`config.mk`:
```
export PLATFORM = sky130hd
export DESIGN_NAME = pas_core
export DESIGN_NICKNAME = d
export VERILOG_FILES = /design/src/pas_pkg.sv /design/src/pas_core.sv /design/src/pas_timebase.sv
export SDC_FILE = /design/constraint.sdc
export NUM_CORES = 1
export LEC_CHECK = 0
export BUFFER_PORTS_ARGS = -buffer_cell sky130_fd_sc_hd__buf_2
export CAP_MARGIN = 10
export CORE_MARGIN = 2
export CORE_UTILIZATION = 55
export CTS_BUF_LIST = sky130_fd_sc_hd__clkbuf_16
export DETAILED_ROUTE_END_ITERATION = 10
export GPL_TIMING_DRIVEN = 0
export PLACE_DENSITY_LB_ADDON = 0.2
export SYNTH_ARGS = -nofsm -noshare
export SYNTH_HDL_FRONTEND = slang
export SYNTH_SLANG_ARGS = --single-unit
```
`constraint.sdc`:
```
create_clock -name clk -period 3.05 [get_ports clk]
set_input_delay 0.305 -clock clk [delete_from_list [all_inputs] [get_ports clk]]
set_output_delay 0.305 -clock clk [all_outputs]
set_load 0.005 [all_outputs]
```
`src/pas_pkg.sv`:
```
// Constants and types shared by the auto-shutdown PWM block
package pas_pkg;

    // ----------------------------------------------------------------
    // Register bus geometry
    // ----------------------------------------------------------------
    localparam int PAS_AW = 3;
    localparam int PAS_DW = 8;

    // ----------------------------------------------------------------
    // Register offsets
    // ----------------------------------------------------------------
    localparam logic [2:0] OFS_CTRL = 3'h0; // enhanced_control_reg
    localparam logic [2:0] OFS_DBD = 3'h1;  // dead_band_delay_reg
    localparam logic [2:0] OFS_SDC = 3'h2;  // shutdown control and flag
    localparam logic [2:0] OFS_PER = 3'h3;  // period in clocks minus one
    localparam logic [2:0] OFS_DUTY = 3'h4; // active clocks per period
    localparam logic [2:0] OFS_OE = 3'h5;   // pin output enables
    localparam logic [2:0] OFS_IST = 3'h6;  // interrupt status, W1C
    localparam logic [2:0] OFS_IMSK = 3'h7; // interrupt mask

    // ----------------------------------------------------------------
    // Field positions
    // ----------------------------------------------------------------
    localparam int CTRL_POL_AC = 0;  // 1 = pair A/C active-low
    localparam int CTRL_POL_BD = 1;  // 1 = pair B/D active-low
    localparam int CTRL_EN = 2;      // module enable
    localparam int DBD_RESTART = 7;  // auto_restart_enable
    localparam int SDC_SRC_CMP = 0;  // comparator source enable
    localparam int SDC_SRC_PIN = 1;  // shutdown pin source enable
    localparam int SDC_LVL_AC = 2;   // pin level of A/C in shutdown
    localparam int SDC_LVL_BD = 3;   // pin level of B/D in shutdown
    localparam int SDC_FLAG = 7;     // shutdown_event_flag
    localparam int IRQ_PER = 0;      // period_timer_flag
    localparam int IRQ_SD = 1;       // shutdown event

    // ----------------------------------------------------------------
    // Reset values
    // ----------------------------------------------------------------
    localparam logic [1:0] POL_RST = 2'h0;
    localparam logic [1:0] SRC_RST = 2'h0;
    localparam logic [1:0] LVL_RST = 2'h0;
    localparam logic [7:0] PER_RST = 8'hff;
    localparam logic [7:0] DUTY_RST = 8'h00;
    localparam logic [3:0] OE_RST = 4'h0;
    localparam logic [1:0] IST_RST = 2'h0;
    localparam logic [1:0] IMSK_RST = 2'h0;

    // ----------------------------------------------------------------
    // Output sequencing states
    // ----------------------------------------------------------------
    typedef enum logic [1:0] {
        ST_OFF = 2'b00,  // module disabled, pins at inactive level
        ST_RUN = 2'b01,  // waveform on the pins
        ST_SHUT = 2'b10, // flag set, pins at shutdown level
        ST_WAIT = 2'b11  // flag clear, waiting for period start
    } pas_st_e;

endpackage

```
`src/pas_core.sv`:
```
// Auto-shutdown, auto-restart and polarity control of a four-pin PWM
//
// Design decisions made here: strobed register access and the address map.
`timescale 1ns/1ps
`default_nettype none

// Overview of operation
// - Automatic restart only when bit 7 of the dead-band register is set.
// - With restart on, flag follows the cause and clears when it goes.
// - With restart off, flag stays set until software clears it.
// - After the flag clears, output resumes only at the next period start.
// - Software writes to the flag are ignored while a cause is active.
// - Comparator shutdown is a level; flag holds while comparator asserts.
// - Writing one to the flag forces shutdown like a hardware source.
// - Two low control bits pick polarity for pairs A/C and B/D.
// - Period timer flag sets as the second period begins.
// - After reset all PWM pins are undriven until software enables them.
module pas_core import pas_pkg::*; (
    input wire logic clk,
    input wire logic rstn,
    input wire logic [2:0] reg_addr,
    input wire logic [7:0] reg_wdata,
    input wire logic reg_wr,
    input wire logic reg_rd,
    output logic [7:0] reg_rdata,
    input wire logic cmp_shutdown,
    input wire logic pin_shutdown,
    output logic pwm_out_a,
    output logic pwm_out_a_oe,
    output logic pwm_out_b,
    output logic pwm_out_b_oe,
    output logic pwm_out_c,
    output logic pwm_out_c_oe,
    output logic pwm_out_d,
    output logic pwm_out_d_oe,
    output logic irq
);

    // ----------------------------------------------------------------
    // State
    // ----------------------------------------------------------------
    typedef struct packed {
        logic [1:0] pol;
        logic en;
        logic restart;
        logic [1:0] src;
        logic [1:0] lvl;
        logic flag;
        logic [7:0] per;
        logic [7:0] duty;
        logic [3:0] oe;
        logic [1:0] ist;
        logic [1:0] imsk;
        pas_st_e st;
        logic [7:0] rdata;
        logic [3:0] pout;
    } pas_regs_s;

    pas_regs_s r;
    pas_regs_s n;
    logic tb_wrap;
    logic tb_raw;
    logic cause;
    logic sdc_wr;

    // Spread a per-pair bit to pins {d, c, b, a}
    function automatic logic [3:0] pair_mask(input logic ac,
                                             input logic bd);
        pair_mask = {bd, ac, bd, ac};
    endfunction

    // ----------------------------------------------------------------
    // Period timebase
    // ----------------------------------------------------------------
    pas_timebase u_tb (
        .clk(clk),
        .rstn(rstn),
        .run(r.en),
        .period(r.per),
        .duty(r.duty),
        .wrap(tb_wrap),
        .pwm_raw(tb_raw)
    );

    // Shutdown cause; both sources are treated as levels
    assign cause = (r.src[SDC_SRC_CMP] && cmp_shutdown)
                || (r.src[SDC_SRC_PIN] && pin_shutdown);
    assign sdc_wr = reg_wr && (reg_addr == OFS_SDC);

    // ----------------------------------------------------------------
    // Next state
    // ----------------------------------------------------------------
    always_comb begin
        n = r;
        n.rdata = 8'h00;
        // Register writes
        if (reg_wr) begin
            case (reg_addr)
                OFS_CTRL: begin
                    n.pol = reg_wdata[CTRL_POL_BD:CTRL_POL_AC];
                    n.en = reg_wdata[CTRL_EN];
                end
                OFS_DBD: n.restart = reg_wdata[DBD_RESTART];
                OFS_SDC: begin
                    n.src = reg_wdata[SDC_SRC_PIN:SDC_SRC_CMP];
                    n.lvl = reg_wdata[SDC_LVL_BD:SDC_LVL_AC];
                end
                OFS_PER: n.per = reg_wdata;
                OFS_DUTY: n.duty = reg_wdata;
                OFS_OE: n.oe = reg_wdata[3:0];
                OFS_IST: n.ist = r.ist & ~reg_wdata[1:0];
                OFS_IMSK: n.imsk = reg_wdata[1:0];
                default: n.imsk = r.imsk;
            endcase
        end
        // A live cause wins over any write, so the flag cannot be cleared
        if (cause) begin
            n.flag = 1'b1;
        end else if (sdc_wr) begin
            n.flag = reg_wdata[SDC_FLAG];
        end else if (r.restart) begin
            n.flag = 1'b0;
        end else begin
            n.flag = r.flag;
        end
        // Events set status after the W1C clear so a set is never lost
        if (tb_wrap) begin
            n.ist[IRQ_PER] = 1'b1;
        end
        if (n.flag && !r.flag) begin
            n.ist[IRQ_SD] = 1'b1;
        end
        // Output sequencing
        case (r.st)
            ST_OFF: begin
                if (n.en) begin
                    n.st = n.flag ? ST_SHUT : ST_RUN;
                end
            end
            ST_RUN: begin
                if (n.flag) begin
                    n.st = ST_SHUT;
                end
            end
            ST_SHUT: begin
                if (!n.flag) begin
                    n.st = ST_WAIT;
                end
            end
            ST_WAIT: begin
                if (n.flag) begin
                    n.st = ST_SHUT;
                end else if (tb_wrap) begin
                    n.st = ST_RUN;
                end
            end
            default: n.st = ST_OFF;
        endcase
        if (!n.en) begin
            n.st = ST_OFF;
        end
        // Pin levels: A and D carry the waveform, B and C its complement
        case (n.st)
            ST_RUN: n.pout = {tb_raw, ~tb_raw, ~tb_raw, tb_raw}
                           ^ pair_mask(n.pol[0], n.pol[1]);
            ST_SHUT, ST_WAIT: n.pout = pair_mask(n.lvl[0],
                                                 n.lvl[1]);
            default: n.pout = pair_mask(n.pol[0], n.pol[1]);
        endcase
        // Read data stand in the cycle after the strobe only
        if (reg_rd) begin
            case (reg_addr)
                OFS_CTRL: n.rdata = {5'h00, r.en, r.pol};
                OFS_DBD: n.rdata = {r.restart, 7'h00};
                OFS_SDC: n.rdata = {r.flag, 3'h0, r.lvl, r.src};
                OFS_PER: n.rdata = r.per;
                OFS_DUTY: n.rdata = r.duty;
                OFS_OE: n.rdata = {4'h0, r.oe};
                OFS_IST: n.rdata = {6'h00, r.ist};
                OFS_IMSK: n.rdata = {6'h00, r.imsk};
                default: n.rdata = 8'h00;
            endcase
        end
    end

    // ----------------------------------------------------------------
    // Registers
    // ----------------------------------------------------------------
    // Enables clear at reset so no pin is driven before software asks
    always_ff @(posedge clk) begin
        if (!rstn) begin
            r.pol <= POL_RST;
            r.en <= 1'b0;
            r.restart <= 1'b0;
            r.src <= SRC_RST;
            r.lvl <= LVL_RST;
            r.flag <= 1'b0;
            r.per <= PER_RST;
            r.duty <= DUTY_RST;
            r.oe <= OE_RST;
            r.ist <= IST_RST;
            r.imsk <= IMSK_RST;
            r.st <= ST_OFF;
            r.rdata <= 8'h00;
            r.pout <= 4'h0;
        end else begin
            r <= n;
        end
    end

    // ----------------------------------------------------------------
    // Outputs
    // ----------------------------------------------------------------
    assign reg_rdata = r.rdata;
    assign pwm_out_a = r.pout[0];
    assign pwm_out_b = r.pout[1];
    assign pwm_out_c = r.pout[2];
    assign pwm_out_d = r.pout[3];
    // Polarity is not gated by the enables; software must order them
    assign pwm_out_a_oe = r.oe[0];
    assign pwm_out_b_oe = r.oe[1];
    assign pwm_out_c_oe = r.oe[2];
    assign pwm_out_d_oe = r.oe[3];
    assign irq = |(r.ist & r.imsk);

    // ----------------------------------------------------------------
    // Checks
    // ----------------------------------------------------------------
    a_restart_clear:
        assert property (@(posedge clk) disable iff (!rstn)
            (r.flag && r.restart && !cause && !sdc_wr) |=> !r.flag)
        else $error("flag not auto-cleared with restart enabled");

    a_cause_holds:
        assert property (@(posedge clk) disable iff (!rstn)
            cause |=> r.flag)
        else $error("flag clear while shutdown cause active");

    a_flag_sticky:
        assert property (@(posedge clk) disable iff (!rstn)
            (r.flag && !r.restart && !sdc_wr) |=> r.flag)
        else $error("flag cleared without software");

    a_resume_edge:
        assert property (@(posedge clk) disable iff (!rstn)
            (r.st == ST_WAIT && !tb_wrap) |=> (r.st != ST_RUN))
        else $error("output resumed in mid period");

    a_write_ignored:
        assert property (@(posedge clk) disable iff (!rstn)
            (sdc_wr && cause && !reg_wdata[SDC_FLAG]) |=> r.flag)
        else $error("flag write accepted during shutdown");

    a_cmp_level:
        assert property (@(posedge clk) disable iff (!rstn)
            (r.src[SDC_SRC_CMP] && cmp_shutdown) [*2] |=> r.flag)
        else $error("comparator level did not hold flag");

    a_force_shut:
        assert property (@(posedge clk) disable iff (!rstn)
            (sdc_wr && reg_wdata[SDC_FLAG] && r.en)
            |=> (r.flag && r.st == ST_SHUT))
        else $error("software force did not shut down");

    a_pair_polarity:
        assert property (@(posedge clk) disable iff (!rstn)
            (r.st == ST_RUN)
            |-> ((r.pout[0] ^ r.pout[3]) == (r.pol[0] ^ r.pol[1])
                 && (r.pout[0] ^ r.pout[2])))
        else $error("pair polarity mismatch");

    a_period_flag:
        assert property (@(posedge clk) disable iff (!rstn)
            tb_wrap |=> r.ist[IRQ_PER])
        else $error("period timer flag not set at period start");

    a_pins_float:
        assert property (@(posedge clk) disable iff (!rstn)
            !$past(rstn) |-> (r.oe == 4'h0 && r.st == ST_OFF))
        else $error("pins driven after reset");

    a_shut_levels:
        assert property (@(posedge clk) disable iff (!rstn)
            (r.flag && r.en) |-> (r.pout == pair_mask(r.lvl[0],
                                                       r.lvl[1])))
        else $error("pins not at shutdown levels");

    a_wait_levels:
        assert property (@(posedge clk) disable iff (!rstn)
            (r.st == ST_WAIT) |-> (r.pout == pair_mask(r.lvl[0],
                                                        r.lvl[1])))
        else $error("pins left shutdown level before period start");

    a_force_event:
        assert property (@(posedge clk) disable iff (!rstn)
            (sdc_wr && reg_wdata[SDC_FLAG] && !r.flag)
            |=> r.ist[IRQ_SD])
        else $error("software force did not raise shutdown event");

endmodule

`default_nettype wire

```
`src/pas_timebase.sv`:
```
// Period counter and duty compare for the auto-shutdown PWM block
`timescale 1ns/1ps
`default_nettype none

module pas_timebase import pas_pkg::*; (
    input wire logic clk,
    input wire logic rstn,
    input wire logic run,
    input wire logic [7:0] period,
    input wire logic [7:0] duty,
    output logic wrap,
    output logic pwm_raw
);

    typedef struct packed {
        logic [7:0] cnt;
        logic wrap;
        logic raw;
    } pas_tb_s;

    pas_tb_s r;
    pas_tb_s n;

    // Count 0..period; wrap marks the first clock of each later period
    always_comb begin
        n = r;
        n.wrap = 1'b0;
        if (!run) begin
            n.cnt = 8'h00;
        end else if (r.cnt == period) begin
            n.cnt = 8'h00;
            n.wrap = 1'b1;
        end else begin
            n.cnt = r.cnt + 8'h01;
        end
        // Duty of zero keeps the output inactive for the whole period
        n.raw = run && (n.cnt < duty);
    end

    // Sync reset; the counter restarts from zero on each enable
    always_ff @(posedge clk) begin
        if (!rstn) begin
            r <= '0;
        end else begin
            r <= n;
        end
    end

    assign wrap = r.wrap;
    assign pwm_raw = r.raw;

endmodule

`default_nettype wire

```
==> results.toml, run 1 <==
[logic_synthesis]
synth_area_um2 = 2900
yosysWarningCount = 0
synth_top_cell_by_area = "dfxtp_1"
netlist.area_leader.share = 0.393
ys_async_sr_fraction = 0
ys_types = 51
synth_fp_nets = 349
avgSynthCellArea_um2 = 8.96
yosys-top-cells-area = "dfxtp_1, mux2i_1, nor2_1"
synth_seq_area_share = 0.393
yosysMostFrequentCell = "dfxtp_1"
ys_seq_elements = 57
synth_edf_count = 0
ys.flop_type = "dfxtp_1"
synth_common_cells = "dfxtp_1, nor2_1, nand2_1"
syn_inst = 324

[placed_design]
dp_cells = 423
dpl.hpwl_um = 4840
routabilityCongestion = 0.918
place_ws_ns = 0.349
port_buffers = 29

[setup_path]
r2r-end = "u_tb.pwm_raw$_SDFF_PN0_"
r2r-start = "u_tb.r[2]$_SDFF_PN0_"
criticalPathCategory = "register to register"
cp-end-kind = "register"
r2r_slack_ns = 0.29
crit_buf_inv = 0
cpMaxStageDelayCell = "o21ai_1"
crit_family = "compound AO/OA/AOI/OAI gates"
crit_chain = "xnor2_1 -> nand4_1 -> o21ai_1 -> nor2_1 -> ha_1 -> o21a_1 -> o211ai_1 -> or4_1 -> o211a_1"
critPathMaxStageDelay_ns = 0.50
crit_path_max_fanout = 8
start_kind = "register"
required_ns = 3.27
path_depth = 9
reg2reg_depth = 9
startpoint = "u_tb.r[2]$_SDFF_PN0_"
worstPathArrival_ns = 2.98

[sta]
finalCriticalPeriod_ns = 2.76
fmax_mhz = 362
rsz0062_at_grt = "false"
finalHoldViolCount = 0
slew_headroom = 0.363
setup_viol = 0
final.setup.worst_slack_ns = 0.286
setup_tns_ns = 0
clock-skew-final_ns = 0.00411
post-route-period-util = 0.906
worst_pin_slew_ns = 0.953
slew_viol_final = 0

[die]
die_height_um = 76.7
dieWidth_um = 76.7
die_area_um2 = 5880
initial_core_util = 0.568
row_count = 26
core_area_um2 = 5110
ios = 34

[worst_hold_path]
worstHoldPathCells = 3
hold_path.startpoint = "reg_wdata[6]"
hold_end = "r[36]$_SDFFE_PN1P_"
hp-class = "input pin to register"

[detailed_routing]
routed_via_density = 5.52
firstDrtPassIters = 4
routed_wl_um = 6780
drc = 0
ant_nets = 0
num_vias = 2425
wl_per_cell_um = 15.4
drt_iter0_markers = 177

[power]
power_uw = 2160
p_comb_frac = 0.066
power_density_nw_per_um2 = 616
switchingPower_uw = 453
cellLeakagePower_uw = 0.00149
peakVddDrop_v = 0.000431
internal_power_uw = 1700
p_sw_frac = 0.210
seqPwrFrac = 0.358
pwr-share-clk = 0.576

[global_route]
grt_use_total = 0.246
grt_pass1_vias = 2248
grt_first_pass_wirelength_um = 11000
grt_max_degree = 12
antenna_found_initial = 0
grt-ovfl-total = 0

[status]
status = "finished, final reports clean"

[cells_and_area]
fin_cells = 439
syn_to_final_growth_pct = 20.6
fin_util = 0.686
finalNetCount = 389
drive_above_1_share = 0.198
n_antenna_cell = 0

[clock_tree]
hold_buffers = 0
cts_buffers = 9
cts_max_level = 3
postCtsSetupRepairBufs = 0
cts.clk_slew.worst_paths_ns = 0.05
clock_sinks = 57
cts_tree = "built"
cts-root-buf = "clkbuf_16"
cts_resized = 0
cts_max_path_buffers = 2
insertion_delay_ns = 0.33

[run]
max_cap_violations = 0
-- area by class of cell --
| class | count | area, um2 |
|---|---|---|
| repair buffers | 29 | 145 |
| plain buffers | 26 | 151 |
| well taps | 70 | 87.6 |
| flip-flops and latches | 57 | 1140 |
| clock buffers | 9 | 225 |
| fillers | 385 | 1610 |
| clock inverters | 7 | 141 |
| inverters | 12 | 45.0 |
| multi-input cells | 229 | 1570 |
-- registers in the layout, summed over array words and instances (netlist names) --
| name | count |
|---|---|
| u_tb.r | 8 |
| u_tb.pwm_raw | 1 |
| u_tb.wrap | 1 |
| pwm_out_b_oe | 1 |
| pwm_out_d_oe | 1 |
| pwm_out_c | 1 |
| pwm_out_d | 1 |
| pwm_out_a_oe | 1 |
| reg_rdata | 8 |
| pwm_out_a | 1 |
| r | 31 |
| pwm_out_b | 1 |
| pwm_out_c_oe | 1 |
-- power groups by stage --
stage,combinational (uW),clock (uW),sequential [uW]
2_1_floorplan,98.8,0,785
3_3_place_gp,137,0,788
3_5_place_dp,140,0,789
4_1_cts,141,1250,773
5_1_grt,155,1290,774
6_report,143,1240,773
-- worst reg2reg max path, delay by kind of cell (launching register included) --
family | cells | cell delay (ns)
AO/OA/AOI/OAI | 4 | 0.95
flip-flops | 1 | 0.45
XOR/XNOR | 1 | 0.15
adder cells (fa/ha/maj) | 1 | 0.31
AND/OR/NAND/NOR | 3 | 0.79
-- per-layer routing --
metal | part of all wire | vias to the layer above | global-route usage | routed length [um]
met5 | 0 | - | 0 | 0
met4 | 0.017 | 0 | 0.140 | 113
met3 | 0.084 | 14 | 0.0729 | 571
met2 | 0.45 | 84 | 0.358 | 3060
met1 | 0.45 | 1137 | 0.326 | 3040
li1 | - | 1190 | - | -
-- worst max-delay path by stage --
stage                                         end
after global placement    u_tb.pwm_raw$_SDFF_PN0_
after floorplan           u_tb.pwm_raw$_SDFF_PN0_
after detailed placement  u_tb.pwm_raw$_SDFF_PN0_
after CTS                 u_tb.pwm_raw$_SDFF_PN0_
final                     u_tb.pwm_raw$_SDFF_PN0_
after global routing      u_tb.pwm_raw$_SDFF_PN0_
-- layout by cell type, fill, tap and decap left out, drive strengths merged, types with 6 or more instances in the layout --
master and n:
nand3 14, ha 8, nand2b 6, inv 13
mux2i 28, xnor2 10, buf 43, nor2 46
a21oi 8, dfxtp 57, nor2b 6, clkbuf 21
nand2 36
-- kinds of logic after synthesis --
| family | share of synthesized area |
|---|---|
| compound gates | 0.104 |
| xor+xnor | 0.0422 |
| fa+ha+maj | 0.0345 |
| buf+inv | 0.0677 |
| flops | 0.393 |
| mux | 0.148 |
| simple gates | 0.210 |
-- stage by stage --
stage,cell area (um2),hold WS [ns]
4_1_cts,3500,0.205
3_5_place_dp,3140,0.497
6_report,3500,0.205
2_1_floorplan,2900,0.429
3_3_place_gp,3140,0.486
5_1_grt,3500,0.203
Power figures use the tool's default switching activity.
==> run 2: changes to the inputs <==
--- a/config.mk
+++ b/config.mk
@@ -11,8 +11,8 @@
 export CORE_UTILIZATION = 55
 export CTS_BUF_LIST = sky130_fd_sc_hd__clkbuf_16
 export DETAILED_ROUTE_END_ITERATION = 10
-export GPL_TIMING_DRIVEN = 0
 export PLACE_DENSITY_LB_ADDON = 0.2
+export REMOVE_ABC_BUFFERS = 1
 export SYNTH_ARGS = -nofsm -noshare
 export SYNTH_HDL_FRONTEND = slang
 export SYNTH_SLANG_ARGS = --single-unit
==> results.toml, run 2 (synthesized netlist as in run 1, its figures left out) <==
[clock_tree]
cts_tree = "built"
clock_sinks = 57
cts_buffers = 9
cts_resized = 0
cts_max_level = 3
postCtsSetupRepairBufs = 0
insertion_delay_ns = 0.33
cts-root-buf = "clkbuf_16"
cts_max_path_buffers = 2
hold_buffers = 0
cts.clk_slew.worst_paths_ns = 0.05

[setup_path]
r2r-start = "u_tb.r[2]$_SDFF_PN0_"
worstPathArrival_ns = 2.86
endpoint = "u_tb.pwm_raw$_SDFF_PN0_"
reg2reg_depth = 9
required_ns = 3.27
cp-end-kind = "register"
crit_path_max_fanout = 8
r2r_slack_ns = 0.41
start_kind = "register"
criticalPathCategory = "register to register"
startpoint = "u_tb.r[2]$_SDFF_PN0_"
r2r-end = "u_tb.pwm_raw$_SDFF_PN0_"

[placed_design]
placed_cell_area_um2 = 3040
place_ws_ns = 0.462
dp_cells = 406
routabilityCongestion = 0.864
port_buffers = 33
dpl.hpwl_um = 4720

[cells_and_area]
layout_commonest_cell = "dfxtp_1"
fin_cells = 422
fin_area_um2 = 3380
largest_reg_flops = 31
finalNetCount = 372
fillers = 462
regMostFlops = "r"
area.sequential_um2 = 1140
n_antenna_cell = 0
syn_to_final_growth_pct = 16.3
drive_above_1_share = 0.193
final_cell_mix = "dfxtp_1, nor2_1, nand2_1, buf_2, mux2i_1"
multi_input_area_um2 = 1570

[sta]
post-route-period-util = 0.865
setup_viol = 0
clock-skew-final_ns = 0.00600
slew_viol_final = 0
worst_pin_slew_ns = 0.735
finalHoldViolCount = 0
final.setup.worst_slack_ns = 0.411
slew_headroom = 0.509
setup_tns_ns = 0
rsz0062_at_grt = "false"
fmax_mhz = 379
finalCriticalPeriod_ns = 2.64

[detailed_routing]
routed_wl_um = 6660
drt_iter0_markers = 144
num_vias = 2388
drc = 0
ant_nets = 0
wl_per_cell_um = 15.8
routed_via_density = 5.66
firstDrtPassIters = 5

[worst_hold_path]
hp-class = "input pin to register"

[global_route]
antenna_found_initial = 0
grt-ovfl-total = 0
grt_use_total = 0.244
grt_first_pass_wirelength_um = 11200
grt_pass1_vias = 2210
grt_max_degree = 23

[power]
cellLeakagePower_uw = 0.00144
power_density_nw_per_um2 = 604
power_uw = 2040
peakVddDrop_v = 0.000383

[die]
initial_core_util = 0.568
die_height_um = 76.7
dieWidth_um = 76.7
ios = 34
row_count = 26
die_area_um2 = 5880
core_area_um2 = 5110

[run]
max_cap_violations = 0

[status]
status = "finished, final reports clean"
## run 2: cell type report
| cell class | instances | area share |
|---|---|---|
| inverter | 12 | 0.0133 |
| clock inverter | 7 | 0.0322 |
| sequential | 57 | 0.338 |
| multi-input combinational | 229 | 0.464 |
| tap | 70 | 0.0259 |
| timing repair buffer | 38 | 0.0600 |
| clock buffer | 9 | 0.0667 |
## run 2: worst min path at each step
| stage | startpoint | to | slack, ns | depth (start not counted) |
|---|---|---|---|---|
| 2_1_floorplan | rstn | r[30]$_SDFFE_PN1P_ | 0.38 | 1 |
| 4_1_cts | reg_wdata[5] | r[35]$_SDFFE_PN1P_ | 0.20 | 3 |
| 3_5_place_dp | r[29]$_SDFFE_PN0P_ | reg_rdata[7]$_SDFF_PN0_ | 0.50 | 2 |
| 3_3_place_gp | r[39]$_SDFF_PN0_ | r[39]$_SDFF_PN0_ | 0.49 | 2 |
| 6_report | reg_wdata[5] | r[35]$_SDFFE_PN1P_ | 0.20 | 3 |
| 5_1_grt | reg_wdata[5] | r[35]$_SDFFE_PN1P_ | 0.21 | 3 |
## run 2: power breakdown
group | switching (uW) | internal, uW | leakage, uW | total (uW)
clock network | 341 | 789 | 0.000167 | 1130
registers | 11.8 | 762 | 0.000462 | 774
logic | 76.9 | 56.5 | 0.000807 | 133
## run 2: stage by stage
| stage | hold WS, ns | utilization |
|---|---|---|
| floorplan | 0.377 | - |
| global placement | 0.486 | 0.596 |
| detailed placement | 0.498 | 0.596 |
| CTS | 0.198 | 0.661 |
| global route | 0.208 | 0.661 |
| finish | 0.203 | 0.661 |
## run 2: critical path, stage by stage (launching register included)
cell      delay, ns
dfxtp_1        0.45
xnor2_1        0.15
nand4_1        0.15
o21ai_1        0.46
nor2_1         0.12
ha_1           0.29
o21a_1         0.12
o211ai_1       0.09
or4_1          0.49
o211a_1        0.21
## run 2: metal layers
metal / track usage / wire length (um) / share of wire
met1: 0.323 / 3080 / 0.46
met3: 0.0447 / 353 / 0.053
met4: 0.124 / 123 / 0.018
met5: 0 / 0 / 0
met2: 0.382 / 3100 / 0.47
